File: src/core/rtfhf_pkg.sv
// constants, codes and carrier types shared by the telegram filter and host framer
// assumes a single clock domain; every byte code here is a wire-level value
package rtfhf_pkg;

  // ----------------------------------------------------------------
  // host packet framing codes
  // ----------------------------------------------------------------
  localparam logic [7:0] RTFHF_SYNC_BYTE = 8'h55; // first byte of every packet
  localparam logic [7:0] RTFHF_OPT_LEN_RX = 8'h07; // optional bytes of a received frame
  localparam logic [7:0] RTFHF_OPT_LEN_NONE = 8'h00; // reply and event carry no optional data
  localparam logic [7:0] RTFHF_PTYPE_RX = 8'h01; // received_frame_packet
  localparam logic [7:0] RTFHF_PTYPE_RESP = 8'h02; // reply packet
  localparam logic [7:0] RTFHF_PTYPE_EVT = 8'h04; // event packet
  localparam logic [7:0] RTFHF_REPLY_SUCCESS = 8'h00; // reply_success return code
  localparam logic [7:0] RTFHF_TX_COMPLETE_EVENT = 8'h08; // transmit_complete_event code
  localparam logic [15:0] RTFHF_SHORT_DATA_LEN = 16'h0001; // one data byte in reply/event
  localparam logic [31:0] RTFHF_BROADCAST_ID = 32'hFFFFFFFF; // destination of broadcasts

  // ----------------------------------------------------------------
  // checksum
  // ----------------------------------------------------------------
  localparam logic [7:0] RTFHF_CRC_POLY = 8'h07; // x^8 + x^2 + x + 1
  localparam logic [7:0] RTFHF_CRC_INIT = 8'h00; // start value of both checksums

  // ----------------------------------------------------------------
  // filter codes
  // ----------------------------------------------------------------
  localparam logic [7:0] RTFHF_FTYPE_SENDER = 8'h00; // sender_unique_id equals value
  localparam logic [7:0] RTFHF_FTYPE_CLASS = 8'h01; // telegram_class_code equals value lsb
  localparam logic [7:0] RTFHF_FTYPE_STRENGTH = 8'h02; // strength at or below -value dBm
  localparam logic [7:0] RTFHF_FTYPE_DEST = 8'h03; // destination id equals value
  localparam int RTFHF_ACT_POL_BIT = 7; // action bit: forward when condition true
  localparam int RTFHF_ACT_REP_BIT = 6; // action bit: repeat as well
  localparam logic [7:0] RTFHF_REP_MODE_SELECTIVE = 8'h02; // repeater_mode_select value

  // ----------------------------------------------------------------
  // security level codes carried through to the host
  // ----------------------------------------------------------------
  localparam logic [7:0] RTFHF_SEC_NONE = 8'h00; // not processed
  localparam logic [7:0] RTFHF_SEC_OBSOLETE = 8'h01; // old security concept
  localparam logic [7:0] RTFHF_SEC_DECRYPTED = 8'h02; // decrypted
  localparam logic [7:0] RTFHF_SEC_AUTH = 8'h03; // authenticated
  localparam logic [7:0] RTFHF_SEC_DEC_AUTH = 8'h04; // decrypted and authenticated

  // ----------------------------------------------------------------
  // byte positions inside the header and the optional field
  // ----------------------------------------------------------------
  localparam logic [2:0] RTFHF_HDR_SYNC = 3'h0;
  localparam logic [2:0] RTFHF_HDR_LEN_HI = 3'h1;
  localparam logic [2:0] RTFHF_HDR_LEN_LO = 3'h2;
  localparam logic [2:0] RTFHF_HDR_OPT_LEN = 3'h3;
  localparam logic [2:0] RTFHF_HDR_PTYPE = 3'h4;
  localparam logic [2:0] RTFHF_HDR_CRC = 3'h5;
  localparam logic [2:0] RTFHF_OPT_SUBF = 3'h0;
  localparam logic [2:0] RTFHF_OPT_DEST0 = 3'h1; // msb of destination id
  localparam logic [2:0] RTFHF_OPT_DEST1 = 3'h2;
  localparam logic [2:0] RTFHF_OPT_DEST2 = 3'h3;
  localparam logic [2:0] RTFHF_OPT_DEST3 = 3'h4; // lsb of destination id
  localparam logic [2:0] RTFHF_OPT_RSSI = 3'h5;
  localparam logic [2:0] RTFHF_OPT_SEC = 3'h6;
  localparam logic [2:0] RTFHF_IDX_RST = 3'h0; // index value after reset

  // ----------------------------------------------------------------
  // carrier types and state encodings
  // ----------------------------------------------------------------
  typedef struct packed {
    logic [31:0] sender_unique_id; // sender of the telegram
    logic [7:0] telegram_class_code; // class code of the telegram
    logic [7:0] rssi_mag; // best strength, positive magnitude of dBm
    logic [31:0] dest_id; // addressed unique id
    logic broadcast; // telegram was broadcast
    logic [7:0] subframe_count; // subframes received
    logic [7:0] security_level; // one of the security codes
    logic [7:0] length; // payload bytes, checksum removed
  } rtfhf_tel_info_type;

  typedef struct packed {
    logic enable; // entry is in use
    logic [7:0] ftype; // filter type code
    logic [31:0] value; // compare value
    logic [7:0] action; // action code
  } rtfhf_filter_type;

  typedef struct packed {
    logic valid; // byte offered to the host link
    logic last; // final byte of a packet
    logic [7:0] data; // byte value
  } rtfhf_host_byte_type;

  typedef enum logic [4:0] {
    RTFHF_ST_IDLE = 5'h01,
    RTFHF_ST_HDR = 5'h02,
    RTFHF_ST_DATA = 5'h04,
    RTFHF_ST_OPT = 5'h08,
    RTFHF_ST_CRCD = 5'h10
  } rtfhf_state_type;

  typedef enum logic [2:0] {
    RTFHF_KIND_RX = 3'h1,
    RTFHF_KIND_RESP = 3'h2,
    RTFHF_KIND_EVT = 3'h4
  } rtfhf_kind_type;

endpackage : rtfhf_pkg

File: src/core/rtfhf_crc8.sv
// one-byte step of the packet checksum, purely combinational
// assumes the caller registers the result; no state is held here
`timescale 1ns/1ns
module rtfhf_crc8
  import rtfhf_pkg::*;
(
  input wire logic [7:0] i_crc,
  input wire logic [7:0] i_byte,
  output logic [7:0] o_crc
);

  // ----------------------------------------------------------------
  // bitwise msb-first division, unrolled by the loop
  // ----------------------------------------------------------------
  always_comb begin
    logic [7:0] acc;
    acc = i_crc ^ i_byte;
    for (int b = 0; b < 8; b++) begin
      // shift out the msb and fold in the polynomial when it was set
      acc = acc[7] ? ({acc[6:0], 1'b0} ^ RTFHF_CRC_POLY) : {acc[6:0], 1'b0};
    end
    o_crc = acc;
  end

endmodule : rtfhf_crc8

File: src/core/rtfhf_framer.sv
// received telegram filter, repeat selector and host packet framer
// assumes telegrams arrive whole with their info, host link is a byte stream
// with valid/ready on the module clock, and the radio reports transmit done
//
// Contract
// type 0x00: sender id equals value
// type 0x01: class code equals value lsb
// type 0x02: strength at or below -value dBm
// action 0x00: forward only when condition false
// action 0x80: forward only when condition true
// action 0xC0: forward and repeat when true
// action 0x40: forward and repeat when false
// never repeat without also forwarding
// selective repeat only in repeater mode 0x02
// header: sync, length, optlen 7, type 1
// telegram payload from offset 6, checksum removed
// subframe count byte, zero without maturity wait
// four-byte destination, all-ones when broadcast
// best strength byte as positive magnitude
// security level byte with defined codes
// trailing checksum over data and optional data
// valid transmit request answered with success reply
// completion event 0x08 after radio transmit
// host waits 40 ms or event before power-down
// header checksum over length, optlen, type
`timescale 1ns/1ns
module rtfhf_framer
  import rtfhf_pkg::*;
#(
  parameter int NUM_FILTERS = 4, // filter entries evaluated in parallel
  parameter int MAX_TEL_LEN = 32 // longest payload held, in bytes
) (
  input wire logic i_clk,
  input wire logic i_sys_rst,
  input wire logic i_tel_valid,
  output logic o_tel_ready,
  input wire rtfhf_tel_info_type i_tel_info,
  input wire logic [MAX_TEL_LEN-1:0][7:0] i_tel_payload,
  input wire rtfhf_filter_type [NUM_FILTERS-1:0] i_filters,
  input wire logic [7:0] i_repeater_mode_select,
  input wire logic i_wait_maturity,
  output logic o_repeat_req,
  input wire logic i_tx_req,
  input wire logic i_tx_format_ok,
  output logic o_radio_tx_start,
  input wire logic i_radio_tx_done,
  output rtfhf_host_byte_type o_host,
  input wire logic i_host_ready
);

  // ----------------------------------------------------------------
  // elaboration checks
  // ----------------------------------------------------------------
  localparam int IDXW = (MAX_TEL_LEN > 1) ? $clog2(MAX_TEL_LEN) : 1;
  localparam logic [7:0] MAX_LEN8 = 8'(MAX_TEL_LEN);

  initial begin
    // the length field is one byte wide and indexing needs two entries
    if (MAX_TEL_LEN < 2 || MAX_TEL_LEN > 255) begin
      $error("MAX_TEL_LEN must lie in 2..255");
    end
    if (NUM_FILTERS < 1) begin
      $error("NUM_FILTERS must be at least 1");
    end
  end

  // ----------------------------------------------------------------
  // state
  // ----------------------------------------------------------------
  rtfhf_state_type state_ff, nxt_state; // framer sequence
  rtfhf_kind_type kind_ff, nxt_kind; // packet being framed
  logic [2:0] idx_ff, nxt_idx; // header / optional byte position
  logic [7:0] data_idx_ff, nxt_data_idx; // payload byte position
  logic [7:0] crc_ff, nxt_crc; // running checksum
  rtfhf_tel_info_type tel_ff, nxt_tel; // held telegram info
  logic [MAX_TEL_LEN-1:0][7:0] pay_ff, nxt_pay; // held payload
  logic resp_pend_ff, nxt_resp_pend; // reply owed to host
  logic evt_pend_ff, nxt_evt_pend; // completion event owed
  logic tel_ready_ff, nxt_tel_ready; // telegram intake open
  logic repeat_ff, nxt_repeat; // repeat request pulse
  logic tx_start_ff, nxt_tx_start; // radio start pulse
  rtfhf_host_byte_type host_ff, nxt_host; // byte on the host link

  // ----------------------------------------------------------------
  // helper signals
  // ----------------------------------------------------------------
  logic fil_fwd_all; // every enabled entry lets it through
  logic fil_rep_any; // some enabled entry asks to repeat
  logic fil_cond; // condition of the entry being looked at
  logic fil_pass; // that entry's forward verdict
  logic [31:0] dest_eff; // destination as seen by the host
  logic [7:0] tel_len; // payload length clamped to the store
  logic adv; // host link can take a new byte
  logic emit; // a byte goes out this step
  logic [7:0] emit_byte; // its value
  logic emit_last; // it closes the packet
  logic crc_take; // fold the byte into the checksum
  logic crc_clear; // restart the checksum
  logic [7:0] crc_step; // checksum after folding emit_byte
  logic [15:0] hdr_len; // data length field
  logic [7:0] hdr_optlen; // optional length field
  logic [7:0] hdr_ptype; // packet type field
  logic tel_accept; // telegram taken this cycle
  logic tx_accept; // well-formed transmit request taken

  assign adv = !host_ff.valid || i_host_ready;
  assign tel_accept = i_tel_valid && tel_ready_ff;
  assign tx_accept = i_tx_req && i_tx_format_ok;
  assign tel_len = (i_tel_info.length > MAX_LEN8) ? MAX_LEN8 : i_tel_info.length;
  assign dest_eff = i_tel_info.broadcast ? RTFHF_BROADCAST_ID : i_tel_info.dest_id;

  // ----------------------------------------------------------------
  // filter evaluation on the incoming telegram
  // ----------------------------------------------------------------
  // entries combine by and for forwarding, so any entry can veto a telegram;
  // with no entry enabled everything is forwarded and nothing repeated
  always_comb begin
    fil_fwd_all = 1'b1;
    fil_rep_any = 1'b0;
    fil_cond = 1'b0;
    fil_pass = 1'b0;
    for (int f = 0; f < NUM_FILTERS; f++) begin
      unique case (i_filters[f].ftype)
        // sender id matches the whole value, class code its lsb
        RTFHF_FTYPE_SENDER: fil_cond = (i_tel_info.sender_unique_id == i_filters[f].value);
        RTFHF_FTYPE_CLASS: fil_cond = (i_tel_info.telegram_class_code == i_filters[f].value[7:0]);
        // larger magnitude is a weaker signal, so at-or-below means >=
        RTFHF_FTYPE_STRENGTH: fil_cond = (i_tel_info.rssi_mag >= i_filters[f].value[7:0]);
        RTFHF_FTYPE_DEST: fil_cond = (dest_eff == i_filters[f].value);
        default: fil_cond = 1'b0; // unknown type never matches
      endcase
      // polarity bit picks forward-on-true or forward-on-false
      fil_pass = (fil_cond == i_filters[f].action[RTFHF_ACT_POL_BIT]);
      if (i_filters[f].enable) begin
        fil_fwd_all = fil_fwd_all && fil_pass;
        // repeat only on the same verdict that forwards
        fil_rep_any = fil_rep_any || (fil_pass && i_filters[f].action[RTFHF_ACT_REP_BIT]);
      end
    end
  end

  // ----------------------------------------------------------------
  // header fields per packet kind
  // ----------------------------------------------------------------
  always_comb begin
    hdr_len = RTFHF_SHORT_DATA_LEN;
    hdr_optlen = RTFHF_OPT_LEN_NONE;
    hdr_ptype = RTFHF_PTYPE_RESP;
    unique case (kind_ff)
      RTFHF_KIND_RX: begin
        hdr_len = {8'h00, tel_ff.length};
        hdr_optlen = RTFHF_OPT_LEN_RX;
        hdr_ptype = RTFHF_PTYPE_RX;
      end
      RTFHF_KIND_RESP: hdr_ptype = RTFHF_PTYPE_RESP;
      RTFHF_KIND_EVT: hdr_ptype = RTFHF_PTYPE_EVT;
      default: hdr_ptype = RTFHF_PTYPE_RESP; // kind is one-hot, others illegal
    endcase
  end

  // ----------------------------------------------------------------
  // checksum step
  // ----------------------------------------------------------------
  rtfhf_crc8 u_crc8 (
    .i_crc(crc_ff),
    .i_byte(emit_byte),
    .o_crc(crc_step)
  );

  // ----------------------------------------------------------------
  // framer sequence: next values
  // ----------------------------------------------------------------
  always_comb begin
    nxt_state = state_ff;
    nxt_kind = kind_ff;
    nxt_idx = idx_ff;
    nxt_data_idx = data_idx_ff;
    nxt_tel = tel_ff;
    nxt_pay = pay_ff;
    nxt_repeat = 1'b0;
    nxt_tx_start = tx_accept;
    emit = 1'b0;
    emit_byte = 8'h00;
    emit_last = 1'b0;
    crc_take = 1'b0;
    crc_clear = 1'b0;
    // set wins over clear: a request in the start cycle stays owed
    nxt_resp_pend = resp_pend_ff || tx_accept;
    nxt_evt_pend = evt_pend_ff || i_radio_tx_done;
    unique case (state_ff)
      RTFHF_ST_IDLE: begin
        // a telegram only arrives while nothing is owed, so it goes first;
        // replies outrank events so a completion never precedes its reply
        if (tel_accept) begin
          nxt_tel = i_tel_info;
          nxt_tel.length = tel_len;
          nxt_pay = i_tel_payload;
          if (fil_fwd_all) begin
            nxt_state = RTFHF_ST_HDR;
            nxt_kind = RTFHF_KIND_RX;
            nxt_idx = RTFHF_HDR_SYNC;
            // filter-driven repeat needs selective repeater mode
            nxt_repeat = fil_rep_any && (i_repeater_mode_select == RTFHF_REP_MODE_SELECTIVE);
          end
        end else if (resp_pend_ff) begin
          nxt_state = RTFHF_ST_HDR;
          nxt_kind = RTFHF_KIND_RESP;
          nxt_idx = RTFHF_HDR_SYNC;
          nxt_resp_pend = tx_accept;
        end else if (evt_pend_ff) begin
          nxt_state = RTFHF_ST_HDR;
          nxt_kind = RTFHF_KIND_EVT;
          nxt_idx = RTFHF_HDR_SYNC;
          nxt_evt_pend = i_radio_tx_done;
        end
      end
      RTFHF_ST_HDR: begin
        if (adv) begin
          emit = 1'b1;
          nxt_idx = idx_ff + 3'h1;
          unique case (idx_ff)
            RTFHF_HDR_SYNC: begin
              emit_byte = RTFHF_SYNC_BYTE;
              crc_clear = 1'b1;
            end
            RTFHF_HDR_LEN_HI: begin
              emit_byte = hdr_len[15:8];
              crc_take = 1'b1;
            end
            RTFHF_HDR_LEN_LO: begin
              emit_byte = hdr_len[7:0];
              crc_take = 1'b1;
            end
            RTFHF_HDR_OPT_LEN: begin
              emit_byte = hdr_optlen;
              crc_take = 1'b1;
            end
            RTFHF_HDR_PTYPE: begin
              emit_byte = hdr_ptype;
              crc_take = 1'b1;
            end
            default: begin
              emit_byte = crc_ff; // header checksum, then restart for data
              crc_clear = 1'b1;
              nxt_data_idx = 8'h00;
              nxt_idx = RTFHF_OPT_SUBF;
              // an empty telegram skips straight to its optional data
              nxt_state = (kind_ff == RTFHF_KIND_RX && tel_ff.length == 8'h00) ?
                          RTFHF_ST_OPT : RTFHF_ST_DATA;
            end
          endcase
        end
      end
      RTFHF_ST_DATA: begin
        if (adv) begin
          emit = 1'b1;
          crc_take = 1'b1;
          nxt_data_idx = data_idx_ff + 8'h01;
          unique case (kind_ff)
            RTFHF_KIND_RX: begin
              emit_byte = pay_ff[data_idx_ff[IDXW-1:0]];
              if (data_idx_ff == tel_ff.length - 8'h01) begin
                nxt_state = RTFHF_ST_OPT;
              end
            end
            RTFHF_KIND_RESP: begin
              emit_byte = RTFHF_REPLY_SUCCESS;
              nxt_state = RTFHF_ST_CRCD;
            end
            default: begin
              emit_byte = RTFHF_TX_COMPLETE_EVENT;
              nxt_state = RTFHF_ST_CRCD;
            end
          endcase
        end
      end
      RTFHF_ST_OPT: begin
        if (adv) begin
          emit = 1'b1;
          crc_take = 1'b1;
          nxt_idx = idx_ff + 3'h1;
          unique case (idx_ff)
            RTFHF_OPT_SUBF: emit_byte = i_wait_maturity ? tel_ff.subframe_count : 8'h00;
            RTFHF_OPT_DEST0: emit_byte = tel_ff.broadcast ? 8'hFF : tel_ff.dest_id[31:24];
            RTFHF_OPT_DEST1: emit_byte = tel_ff.broadcast ? 8'hFF : tel_ff.dest_id[23:16];
            RTFHF_OPT_DEST2: emit_byte = tel_ff.broadcast ? 8'hFF : tel_ff.dest_id[15:8];
            RTFHF_OPT_DEST3: emit_byte = tel_ff.broadcast ? 8'hFF : tel_ff.dest_id[7:0];
            RTFHF_OPT_RSSI: emit_byte = tel_ff.rssi_mag;
            default: begin
              emit_byte = tel_ff.security_level; // passed through unchanged
              nxt_state = RTFHF_ST_CRCD;
            end
          endcase
        end
      end
      RTFHF_ST_CRCD: begin
        if (adv) begin
          emit = 1'b1;
          emit_byte = crc_ff; // data checksum closes the packet
          emit_last = 1'b1;
          nxt_state = RTFHF_ST_IDLE;
        end
      end
      default: nxt_state = RTFHF_ST_IDLE; // illegal code recovers to idle
    endcase
    // checksum bookkeeping
    nxt_crc = crc_clear ? RTFHF_CRC_INIT : (crc_take ? crc_step : crc_ff);
    // output byte holds until the host takes it
    nxt_host = host_ff;
    if (adv) begin
      nxt_host.valid = emit;
      nxt_host.last = emit_last;
      nxt_host.data = emit_byte;
    end
    // intake opens only when idle and nothing is owed to the host
    nxt_tel_ready = (nxt_state == RTFHF_ST_IDLE) && !nxt_resp_pend && !nxt_evt_pend;
  end

  // ----------------------------------------------------------------
  // framer sequence: registers
  // ----------------------------------------------------------------
  always_ff @(posedge i_clk or posedge i_sys_rst) begin
    if (i_sys_rst) begin
      state_ff <= RTFHF_ST_IDLE;
      kind_ff <= RTFHF_KIND_RX;
      idx_ff <= RTFHF_IDX_RST;
      data_idx_ff <= 8'h00;
      crc_ff <= RTFHF_CRC_INIT;
      tel_ff <= '0;
      pay_ff <= '0;
      resp_pend_ff <= 1'b0;
      evt_pend_ff <= 1'b0;
      tel_ready_ff <= 1'b0;
      repeat_ff <= 1'b0;
      tx_start_ff <= 1'b0;
      host_ff <= '0;
    end else begin
      state_ff <= nxt_state;
      kind_ff <= nxt_kind;
      idx_ff <= nxt_idx;
      data_idx_ff <= nxt_data_idx;
      crc_ff <= nxt_crc;
      tel_ff <= nxt_tel;
      pay_ff <= nxt_pay;
      resp_pend_ff <= nxt_resp_pend;
      evt_pend_ff <= nxt_evt_pend;
      tel_ready_ff <= nxt_tel_ready;
      repeat_ff <= nxt_repeat;
      tx_start_ff <= nxt_tx_start;
      host_ff <= nxt_host;
    end
  end

  // ----------------------------------------------------------------
  // outputs, all straight from flip-flops
  // ----------------------------------------------------------------
  assign o_tel_ready = tel_ready_ff;
  assign o_repeat_req = repeat_ff;
  assign o_radio_tx_start = tx_start_ff;
  assign o_host = host_ff;

endmodule : rtfhf_framer

File: config.mk
export PLATFORM = sky130hd
export DESIGN_NAME = rtfhf_framer
export DESIGN_NICKNAME = d
export VERILOG_FILES = /design/src/core/rtfhf_pkg.sv /design/src/core/rtfhf_crc8.sv /design/src/core/rtfhf_framer.sv
export SDC_FILE = /design/constraint.sdc
export NUM_CORES = 1
export LEC_CHECK = 0
export BUFFER_PORTS_ARGS = -buffer_cell sky130_fd_sc_hd__buf_4
export CAP_MARGIN = 10
export CORE_UTILIZATION = 36
export DETAILED_ROUTE_END_ITERATION = 10
export RECOVER_POWER = 50
export SYNTH_ARGS = -nofsm -noshare
export SYNTH_HDL_FRONTEND = slang
export SYNTH_SLANG_ARGS = --single-unit
File: constraint.sdc
create_clock -name i_clk -period 13.29 [get_ports i_clk]
set_input_delay 2.658 -clock i_clk [delete_from_list [all_inputs] [get_ports i_clk]]
set_output_delay 2.658 -clock i_clk [all_outputs]
set_load 0.01 [all_outputs]
# After elaboration in Yosys (flattened, before gate mapping)
# Cells that the tools add are included.
# W data, S select, Z words.
# word_totals
register_bits	363
input_bits	573
output_inout_bits	13
word_cells	252
# classes
add_sub_neg	3
n_lt_le_gt_ge	6
eq_ne	51
n_mux	91
n_bitwise	9
reduce_logical	41
# op_table
cell	count
$eq A32 B32 Y1	8
$mux W8	17
$eq A8 B2 Y1 const B	9
$mux W3	20
$mux W5	12
$pmux W8 S6	1
$bmux W8 S5	1
$eq A8 B8 Y1	5
$logic_not A8 Y1	5
$pmux W8 S5	1
$eq A8 B1 Y1 const B	4
$ge A8 B8 Y1	4
$mux W32	1
$pmux W8 S2	2
$pmux W8 S4	1
$mux W1	26
$pmux W5 S5	1
$not A3 Y3	8
$pmux W1 S4	4
$logic_and A1 B1 Y1	13
$eq A5 B1 Y1 const B	2
$ne A2 B2 Y1 const B	5
$eq A3 B2 Y1 const B	3
$eq A3 B3 Y1 const B	3
31 further kinds	45

# Depth between registers and ports, before layout
# Gate-level depths: netlist of run 1.
# logic_depth
ltp_word	24
depth_mapped	15
ltp_nobuf	13

# Cells and area by module
# A second synthesis of run 1 with hierarchy kept.
# unflattened
hier_cells	2670
area_unflattened_um2	22547.9
# modules_own_cells
mod	instances	cells_per_inst	area_per_inst_um2	seq_area_each_um2
rtfhf_framer	1	2649	22341.4	9086.2
rtfhf_crc8	1	21	206.4	0.0

# Worst setup path before layout of run 1
# Ideal clock, no wire load.
# synth_timing
kind	input-to-reg
startpoint	in i_tel_info[24] (netlist bit)
endpoint	reg repeat_ff (netlist: o_repeat_req)
setup_time_ns	0.099
arrival_time_ns	5.472
required_time_ns	13.191
path_slack_ns	7.718
stages	13
path_buffers	3
path_cell_list	buf_2 buf_1 clkbuf_1 o22ai_1 nor3_1 a21oi_1 a2111oi_0 nand4_1 nor4_1 a31oi_1 mux2i_1 or4_4 a311oi_1
# synth_via
elab_chain_cells	16
elab_cells_between_ends	35
cone_classes	eq/ne: 8; mux: 16; reduce/logical: 11
# synth_rtl
element	line	source
from (decl)	rtfhf_framer.sv:37	input wire rtfhf_tel_info_type i_tel_info,
$mux W32 (*)	rtfhf_framer.sv:110	assign dest_eff = i_tel_info.broadcast ? RTFHF_BROADCAST_ID : i_tel_info.dest_id;
$eq A32 B32 Y1	rtfhf_framer.sv:129	RTFHF_FTYPE_DEST: fil_cond = (dest_eff == i_filters[f].value);
$pmux W1 S4	rtfhf_framer.sv:123	unique case (i_filters[f].ftype)
$eq A1 B1 Y1	rtfhf_framer.sv:133	fil_pass = (fil_cond == i_filters[f].action[RTFHF_ACT_POL_BIT]);
$logic_and A1 B1 Y1	rtfhf_framer.sv:137	fil_rep_any = fil_rep_any || (fil_pass && i_filters[f].action[RTFHF_ACT_REP_BIT]);
$mux W1	rtfhf_framer.sv:134	if (i_filters[f].enable) begin
$logic_or A1 B1 Y1	rtfhf_framer.sv:137	
$mux W1	rtfhf_framer.sv:134	
$logic_or A1 B1 Y1	rtfhf_framer.sv:137	
$mux W1	rtfhf_framer.sv:134	
$logic_or A1 B1 Y1	rtfhf_framer.sv:137	
$mux W1	rtfhf_framer.sv:134	
$logic_and A1 B1 Y1	rtfhf_framer.sv:203	nxt_repeat = fil_rep_any && (i_repeater_mode_select == RTFHF_REP_MODE_SELECTIVE);
$mux W1 (*)	rtfhf_framer.sv:198	if (fil_fwd_all) begin
$mux W1 (*)	rtfhf_framer.sv:194	if (tel_accept) begin
$mux W1 (*)	rtfhf_framer.sv:190	unique case (state_ff)
via nxt_repeat	rtfhf_framer.sv:80	logic repeat_ff, nxt_repeat;
to (signal assigned)	rtfhf_framer.sv:348	repeat_ff <= nxt_repeat;
to (decl)	rtfhf_framer.sv:80	
# Mark *: on every way through the listed nets, which the timed path passes. The rest lies on a longest branch.
# A chain may end at the register's enable or synchronous reset.

==> results of run 1 <==
==> per-stage QoR <==
step / power, W / instances
2_1_floorplan: 0.00294 / 2735
3_3_place_gp: 0.00357 / 4010
3_5_place_dp: 0.00363 / 4010
4_1_cts: 0.00484 / 4081
5_1_grt: 0.00510 / 4088
6_report: 0.00482 / 4091
==> final timing paths <==
check	start	end	slack (ps)	cells after the start
max	i_sys_rst	pay_ff[103]	4630	4
min	pay_ff[92]	pay_ff[92]	470	2
max reg2reg	data_idx_ff[0]	crc_ff[2]	6060	12
min reg2reg	pay_ff[92]	pay_ff[92]	470	2
max in group i_clk	i_tel_info[24]	idx_ff[2]	6050	13
min in group asynchronous	i_sys_rst	o_radio_tx_start	3670	2
==> sequential cells by signal, summed over array words and instances (netlist names) <==
signal            flops
crc_ff                8
data_idx_ff           8
evt_pend_ff           1
idx_ff                3
kind_ff               3
o_host               10
o_radio_tx_start      1
o_repeat_req          1
o_tel_ready           1
pay_ff              256
resp_pend_ff          1
state_ff              5
tel_ff               65
==> layout make-up <==
type	instances	area [um^2]	share of cell area, %
Inverter	115	433	1.50
Antenna cell	10	25.0	0.0865
Sequential cell	363	9090	31.4
Clock inverter	10	183	0.632
Clock buffer	61	1220	4.23
Multi-Input combinational cell	2115	12600	43.6
Tap cell	837	1050	3.62
Timing Repair Buffer	580	4300	14.9
==> placed cells by master (no fill, tap or decap), drive strengths merged, types with 22 or more instances in the layout <==
master,instances
a22o,24
nand2,1001
dfrtp,361
a22oi,22
nand4,27
nor3,32
xnor2,81
nor2b,24
o21ai,123
ha,40
buf,559
a31oi,24
clkbuf,82
inv,114
a211oi,23
nor2,120
mux4,75
nor4,31
nand3,35
o22ai,47
a21oi,67
xor2,39
==> power groups by stage <==
stage | registers, W | logic [W] | clock network [W]
after CTS | 0.00195 | 0.00168 | 0.00121
after global placement | 0.00193 | 0.00164 | 0
after global routing | 0.00202 | 0.00183 | 0.00125
after detailed placement | 0.00196 | 0.00167 | 0
after floorplan | 0.00181 | 0.00114 | 0
final | 0.00196 | 0.00167 | 0.00119
==> worst min-delay path, cell delays in order (launching register included) <==
cell and delay [ps]:
dfrtp_1 340, nand2_1 50, nand2_1 50
==> logic make-up after synthesis <==
group,Yosys count
xor gates and xnor gates,120
buffers and inverters,257
DFF,363
AOI/OAI and AO/OA,496
muxes,88
adders and majority gates,40
and+or+nand+nor,1371
==> routing by layer <==
metal / wire (um) / up-vias / global-route usage [%]
li1: - / 10400 / -
met2: 53100 / 1098 / 56.5
met3: 9440 / 239 / 7.91
met1: 45400 / 11500 / 44.3
met5: 45 / - / 0
met4: 4770 / 6 / 14.0
==> impl_metrics.csv, run 1 <==
group,metric,value,unit
synth,yosys-mux-area-fraction,8.13,%
synth,synth_top_area_share,39.8,%
worst_setup_path,arrival,9210,ps
floorplanning,core_area,0.0621,mm^2
synth,synth_xor_area_share,4.63,%
synth,synth_common_cells,"nand2_1 (1001), dfrtp_1 (361), nor2_1 (120), o21ai_0 (117), clkbuf_1 (115)",
drt,viasPerCell,5.70,
grt,grt_pass1_vias,23000,
sta,worst_slew_pin_slew,5100,ps
worst_setup_path,cp-end-kind,"async pin",
power_and_ir_drop,power.switching,0.00175,W
sta,setup_tns,0,ps
power_and_ir_drop,switching_share,36.3,%
synth,synth_area_leaders,"dfrtp_1 (40%), nand2_1 (17%), mux4_2 (6.9%)",
grt,grt-ovfl-total,0,
synth,synth_compound_area_share,14.9,%
synth,synth-seq-cells,363,
final_layout,n_fill_cell,6144,
floorplanning,boundaryPins,586,
grt,grt_pass1_wl,160000,um
final_layout,fin_nets,3829,
grt,grt_max_degree,176,
cts,ctsHoldBuffers,0,
worst_setup_path,cp_max_fo,113,
synth,syn-num-nets,3348,
place,io_buffers,561,
sta,setup_viol,0,
floorplanning,start_util,36.6,%
power_and_ir_drop,p_per_area,167,mW/mm^2
sta,fin_ws,4630,ps
worst_setup_path,critical_path_class,"in2async",
sta,clock_skew,34.2,ps
power_and_ir_drop,combPwrFrac,34.7,%
power_and_ir_drop,seqPwrFrac,40.6,%
run,cap_violations,7,
status,failed_checks,"max-capacitance violations, max-slew violations",
synth,yosys_warnings,0,
synth,avgSynthCellArea,8.31,um^2
power_and_ir_drop,ir_drop,0.000115,V
drt,drc,0,
cts,cts_resized,0,
worst_setup_path,critPathMaxStageDelay,2820,ps
power_and_ir_drop,leakage,14.2,nW
sta,max_freq,0.115,GHz
cts,clkSinkCount,363,
synth,synth_top_family_by_area,"simple AND/OR/NAND/NOR gates",
grt,grt_usage,34.7,%
drt,drt_iter0_markers,2484,
drt,firstDrtPassIters,5,
synth,ys.flop_type,"dfrtp_1",
sta,fin_crit,8660,ps
place,gp_congestion,1.02,
worst_setup_path,crit_required,13830,ps
synth,synth_edf_count,0,
cts,path_clk_slew,60,ps
power_and_ir_drop,clkPwrFrac,24.7,%
cts,cts_max_path_buffers,3,
power_and_ir_drop,intPower,0.00307,W
place,placed_area,0.0276,mm^2
worst_setup_path,crit_path_cell_trace,"clkbuf_4 > clkinvlp_2 > clkbuf_1 > buf_4",
sta,hold_viol,0,
worst_setup_path,worst-path-buf-inv,4,
floorplanning,die_h,253,um
synth,netlist_instances,2735,
synth,seq_area_frac_synth,40.0,%
synth,synth_cell_types,87,
cts,numCtsBuffers,41,
floorplanning,placementRows,91,
cts,cts_tree,"done",
status,status,"finished, violations left",
synth,syn_area,0.0227,mm^2
synth,synth_area_leader_cell,"dfrtp_1",
drt,vias,23300,
sta,rsz0062_at_grt,"false",
final_layout,layout-drive-gt1-share,22.5,%
floorplanning,dieArea,0.0641,mm^2
floorplanning,die-width,253,um
synth,synth-simple-area-share,25.7,%
final_layout,final_area,0.0289,mm^2
grt,antenna_found_initial,13,
place,pre_cts_ws,5670,ps
drt,ant_nets,0,
worst_setup_path,crit_family,"buffers and inverters",
cts,cts_setup_buffers,0,
synth,async_flop_share,100,%
drt,wl,113000,um
worst_setup_path,critPathLaunchType,"input port",
worst_setup_path,cp_slowest_cell,"clkinvlp_2",
cts,ctsHtreeMaxLevel,2,
final_layout,utilization,46.6,%
drt,wire_per_inst,27.6,um
synth,synth_adder_area_share,2.20,%
sta,holdWs,467,ps
worst_hold_path,hp-class,"reg2reg",
place,place_hpwl,88700,um
sta,relSlewSlack,-242,%
cts,root_buffer,"clkbuf_16",
sta,min_period_over_period,65.2,%
synth,synth.most_common_cell,"nand2_1",
cts,clkLatencyLatePin,580,ps
sta,finalMaxSlewViolations,458,
final_layout,syn2layout_area_growth,27.3,%
(Power assumes the default switching activity.)
==> run 2, diff against run 1 <==
--- a/config.mk
+++ b/config.mk
@@ -5,6 +5,7 @@
 export SDC_FILE = /design/constraint.sdc
 export NUM_CORES = 1
 export LEC_CHECK = 0
+export ABC_AREA = 1
 export BUFFER_PORTS_ARGS = -buffer_cell sky130_fd_sc_hd__buf_4
 export CAP_MARGIN = 10
 export CORE_UTILIZATION = 36
==> constraint.sdc (replaced) <==
create_clock -name i_clk -period 7.1 [get_ports i_clk]
set_input_delay 1.42 -clock i_clk [delete_from_list [all_inputs] [get_ports i_clk]]
set_output_delay 1.42 -clock i_clk [all_outputs]
set_load 0.01 [all_outputs]
==> impl_metrics.csv, run 2 <==
group,metric,value,unit
status,status,"finished, violations left",
status,failed_checks,"max-capacitance violations, max-slew violations",
final_layout,largest-register,"pay_ff",
synth,synth_xor_area_share,1.11,%
drt,met3_length,7460,um
grt,grt-ovfl-total,0,
sta,clock_skew,21.8,ps
power_and_ir_drop,total_power,0.00800,W
synth,synth_top_family_by_area,"simple AND/OR/NAND/NOR gates",
synth,synth_cell_types,47,
worst_setup_path,critPathMaxStageDelay,1880,ps
grt,antenna_found_initial,11,
worst_setup_path,critical_path_class,"reg2reg",
synth,avgSynthCellArea,6.49,um^2
cts,cts_setup_buffers,0,
sta,worst_slew_pin_slew,2520,ps
synth,synth_area_leader_cell,"dfrtp_1",
place,gp_congestion,0.941,
worst_hold_path,hp-class,"reg2reg",
synth,synth_compound_area_share,11.5,%
sta,setup_tns,0,ps
synth,syn_area,0.0244,mm^2
power_and_ir_drop,p_per_area,264,mW/mm^2
cts,clkSinkCount,363,
sta,finalMaxSlewViolations,218,
sta,relSlewSlack,-67.7,%
drt,ant_nets,0,
synth,syn-num-nets,4367,
sta,fin_crit,5390,ps
cts,ctsHtreeMaxLevel,2,
final_layout,final_area,0.0303,mm^2
synth,seq_area_frac_synth,37.3,%
synth,synth_common_cells,"nand2_1 (1490), inv_1 (420), nand3_1 (404), dfrtp_1 (361), o21ai_0 (274)",
worst_setup_path,cp-end-kind,"flop",
synth,synth-simple-area-share,37.7,%
cts,numCtsBuffers,41,
final_layout,largest_reg_flops,256,
cts,cts_tree,"done",
power_and_ir_drop,leakage,16.5,nW
drt,drc,0,
synth,yosys-mux-area-fraction,0,%
floorplanning,boundaryPins,586,
drt,firstDrtPassIters,6,
power_and_ir_drop,ir_drop,0.000169,V
floorplanning,placementRows,94,
drt,viasPerCell,5.14,
drt,top_layer_used,"met5",
final_layout,layout-drive-gt1-share,16.0,%
synth,synth_adder_area_share,2.05,%
cts,root_buffer,"clkbuf_16",
sta,min_period_over_period,76.0,%
drt,wl,98000,um
drt,drt_iter0_markers,2584,
run,cap_violations,5,
floorplanning,die_h,262,um
synth,synth-seq-cells,363,
floorplanning,core_area,0.0663,mm^2
final_layout,fin_nets,4822,
worst_setup_path,cp_slowest_cell,"clkinvlp_2",
cts,ctsHoldBuffers,0,
final_layout,utilization,45.6,%
grt,grt_pass1_vias,24300,
cts,cts_max_path_buffers,3,
worst_setup_path,crit_required,7570,ps
sta,rsz0062_at_grt,"false",
drt,wire_per_inst,19.2,um
floorplanning,die-width,262,um
drt,wl_met2,46200,um
grt,grt_pass1_wl,146000,um
worst_setup_path,arrival,5860,ps
place,io_buffers,561,
synth,ys.flop_type,"dfrtp_1",
drt,vias,26300,
place,placed_area,0.0290,mm^2
grt,grt_usage,27.9,%
synth,synth_area_leaders,"dfrtp_1 (37%), nand2_1 (23%), nand3_1 (8.3%)",
drt,wl_met1,41400,um
sta,setup_viol,0,
final_layout,syn2layout_area_growth,24.3,%
cts,clkLatencyLatePin,580,ps
place,place_hpwl,74200,um
synth,synth.most_common_cell,"nand2_1",
synth,netlist_instances,3754,
floorplanning,start_util,36.7,%
floorplanning,dieArea,0.0687,mm^2
worst_setup_path,crit_path_cell_trace,"nor2_1 > inv_1 > nor4_1 > inv_1 > nor2_1 > clkinvlp_2 > buf_4 > nand2_1 > nand2_1",
synth,yosys_warnings,0,
sta,max_freq,0.185,GHz
synth,async_flop_share,100,%
sta,hold_viol,0,
synth,synth_top_area_share,37.1,%
final_layout,final_common_cell,"nand2_1",
cts,path_clk_slew,60,ps
synth,synth_edf_count,0,
worst_setup_path,critPathLaunchType,"flop",
cts,cts_resized,0,
final_layout,layout_common_cells,"nand2_1 (1490), buf_4 (567), inv_1 (417)",
worst_setup_path,cp_max_fo,87,
grt,grt_max_degree,240,
==> run 2: cell count changes in the layout (fill, tap and decap cells not counted), moves of 28 or more <==
| cell | change |
|---|---|
| nand2_1 | +489 |
| nand3_1 | +369 |
| inv_1 | +304 |
| o21ai_0 | +157 |
| xnor2_1 | -75 |
| mux4_2 | -70 |
| a21oi_1 | +54 |
| nor2_1 | +49 |
| o22ai_1 | -30 |
| o21ai_1 | +28 |
==> run 2: cell families after synthesis <==
logic type,after synthesis
and+or+nand+nor,2197
buffers and inverters,609
AOI/OAI and AO/OA,514
DFF,363
adders and majority gates,40
xor gates and xnor gates,31
==> run 2: layer usage <==
metal | global-route usage (%) | vias to the layer above
met5 | 0 | -
met4 | 8.69 | 8
met3 | 4.72 | 147
met2 | 45.9 | 982
met1 | 37.4 | 12200
li1 | - | 12900
==> run 2: final cells by class <==
type / instances / area [um^2]
fill: 6989 / 36100
tap: 864 / 1080
clock buffer: 64 / 1190
inverter: 430 / 1620
clock inverter: 7 / 111
multi-input combinational: 2782 / 12800
antenna: 7 / 17.5
sequential: 363 / 9090
timing repair buffer: 591 / 4410
==> run 2: power by group <==
part	internal [W]	total, W	switching [W]
registers	0.00267	0.00302	0.000347
clock network	0.00123	0.00211	0.000880
logic	0.000990	0.00288	0.00189
==> run 2: final timing paths <==
kind,startpoint,end,slack (ps),cells after the start
setup / recovery,state_ff[2],pay_ff[11],1710,9
hold / removal,pay_ff[77],pay_ff[77],460,2
setup reg to reg,state_ff[2],pay_ff[11],1710,9
hold reg to reg,pay_ff[77],pay_ff[77],460,2
max in group asynchronous,i_sys_rst,pay_ff[49],2640,3
min in group asynchronous,i_sys_rst,pay_ff[119],1380,2
==> run 2: stage by stage <==
step	hold slack, ps	setup WS (ps)	instances
after CTS	467	2310	5101
after global routing	480	1200	5107
final	459	1710	5108
after floorplan	437	813	3754
after detailed placement	453	1720	5030
after global placement	449	1770	5030
==> run 2: worst max-delay path: cells and delay by family, from the launching register on <==
family                 cells  cell delay, ps
buffers and inverters      4            3140
AND/OR/NAND/NOR            5            1620
flip-flops                 1             430
==> run 3, diff against run 2 <==
==> constraint.sdc (replaced) <==
create_clock -name i_clk -period 5.2 [get_ports i_clk]
set_input_delay 1.04 -clock i_clk [delete_from_list [all_inputs] [get_ports i_clk]]
set_output_delay 1.04 -clock i_clk [all_outputs]
set_load 0.01 [all_outputs]
==> impl_metrics.csv, run 3 (synthesis results as in run 2) <==
group,metric,value,unit
status,status,"finished, violations left",
status,failed_checks,"max-capacitance violations, max-slew violations",
floorplanning,die-width,262,um
final_layout,syn2layout_area_growth,25.5,%
worst_setup_path,r2r_slack,1340,ps
cts,cts_resized,0,
power_and_ir_drop,total_power,0.0113,W
run,cap_violations,5,
floorplanning,placementRows,94,
place,placed_area,0.0291,mm^2
final_layout,multiInputGateArea,0.0127,mm^2
power_and_ir_drop,leakage,16.7,nW
drt,drc,0,
cts,cts_tree,"done",
final_layout,seq_area,0.00909,mm^2
sta,finalMaxSlewViolations,361,
final_layout,fin_nets,4832,
cts,cts_max_path_buffers,3,
grt,grt_max_degree,218,
sta,worst_slew_pin_slew,3150,ps
worst_setup_path,cp_slowest_cell,"clkbuf_2",
final_layout,n_fill_cell,7003,
drt,vias,26400,
cts,ctsHoldBuffers,0,
cts,root_buffer,"clkbuf_16",
floorplanning,dieArea,0.0687,mm^2
worst_setup_path,crit_path_cell_trace,"clkbuf_4 > clkinvlp_2 > clkbuf_2",
grt,grt_usage,28.0,%
drt,viasPerCell,5.15,
drt,ant_nets,0,
worst_setup_path,critical_path_class,"in2async",
sta,relSlewSlack,-110,%
sta,rsz0062_at_grt,"false",
floorplanning,core_area,0.0663,mm^2
place,io_buffers,561,
final_layout,largest-register,"pay_ff",
worst_hold_path,hp-class,"reg2reg",
power_and_ir_drop,ir_drop,0.000306,V
final_layout,final_common_cell,"nand2_1",
grt,grt_pass1_wl,146000,um
worst_setup_path,arrival,3860,ps
sta,max_freq,0.257,GHz
final_layout,layout_common_cells,"nand2_1 (1490), buf_4 (593), inv_1 (417)",
place,gp_congestion,0.957,
sta,hold_viol,0,
final_layout,stdcell_count,5129,
floorplanning,die_h,262,um
worst_setup_path,cp-end-kind,"async pin",
final_layout,final_area,0.0306,mm^2
sta,setup_viol,0,
worst_setup_path,crit_required,5180,ps
cts,clkSinkCount,363,
grt,grt_pass1_vias,24400,
place,dp.cells,5039,
grt,antenna_found_initial,20,
cts,numCtsBuffers,41,
cts,ctsHtreeMaxLevel,2,
final_layout,largest_reg_flops,256,
final_layout,layout-drive-gt1-share,16.9,%
worst_setup_path,cp_max_fo,120,
grt,grt-ovfl-total,0,
sta,clock_skew,35.3,ps
power_and_ir_drop,p_per_area,369,mW/mm^2
drt,firstDrtPassIters,6,
floorplanning,boundaryPins,586,
floorplanning,start_util,36.7,%
drt,wl,98800,um
drt,wire_per_inst,19.3,um
sta,setup_tns,0,ps
worst_setup_path,critPathLaunchType,"input port",
worst_setup_path,critPathMaxStageDelay,2170,ps
drt,drt_iter0_markers,2685,
cts,cts_setup_buffers,0,
cts,clkLatencyLatePin,580,ps
cts,path_clk_slew,60,ps
sta,min_period_over_period,74.7,%
place,place_hpwl,74900,um
sta,fin_crit,3890,ps
[run 3: cell count changes in the layout (fill, tap and decap cells not counted), sizes merged]
cell | before | now
diode | 7 | 17
bufinv | 2 | 7
clkinvlp | 2 | 4
buf | 570 | 595
clkbuf | 85 | 61
clkinv | 6 | 9
[run 3: power by group]
group	internal, W	switching [W]
clock	0.00193	0.00124
sequential	0.00365	0.000404
combinational	0.00139	0.00268
total	0.00697	0.00433
[run 3: area by class of cell]
class / count / area share, %
antenna: 17 / 0.139
timing repair buffer: 601 / 14.8
sequential: 363 / 29.7
multi-input combinational: 2782 / 41.7
clock inverter: 17 / 0.970
inverter: 430 / 5.30
clock buffer: 55 / 3.83
tap: 864 / 3.54
[run 3: critical path, delay by kind of cell]
family | cells | cell delay, ps
buffers and inverters | 3 | 2590
[run 3: metrics by stage]
step | hold WS (ps) | utilization [%] | setup slack (ps)
detailed placement | 453 | 43.9 | 844
global route | 467 | 46.1 | 755
global placement | 448 | 43.9 | 858
floorplan | 437 | - | -707
finish | 466 | 46.1 | 1310
CTS | 416 | 46.1 | 1450
[run 3: per-layer routing]
layer / up-vias / routed length, um / track usage (%)
li1: 12900 / - / -
met1: 12300 / 41800 / 37.1
met2: 1021 / 47100 / 46.4
met3: 159 / 6740 / 3.85
met4: 6 / 3060 / 9.86
met5: - / 39 / 0
[run 3: worst paths after layout]
check / startpoint / endpoint / cells after the start
min in group asynchronous: i_sys_rst / pay_ff[247] / 2
max in group i_clk: state_ff[1] / crc_ff[2] / 19
setup reg to reg: state_ff[1] / crc_ff[2] / 19
hold reg to reg: pay_ff[210] / pay_ff[210] / 2
setup / recovery: i_sys_rst / pay_ff[74] / 3
hold / removal: pay_ff[210] / pay_ff[210] / 2
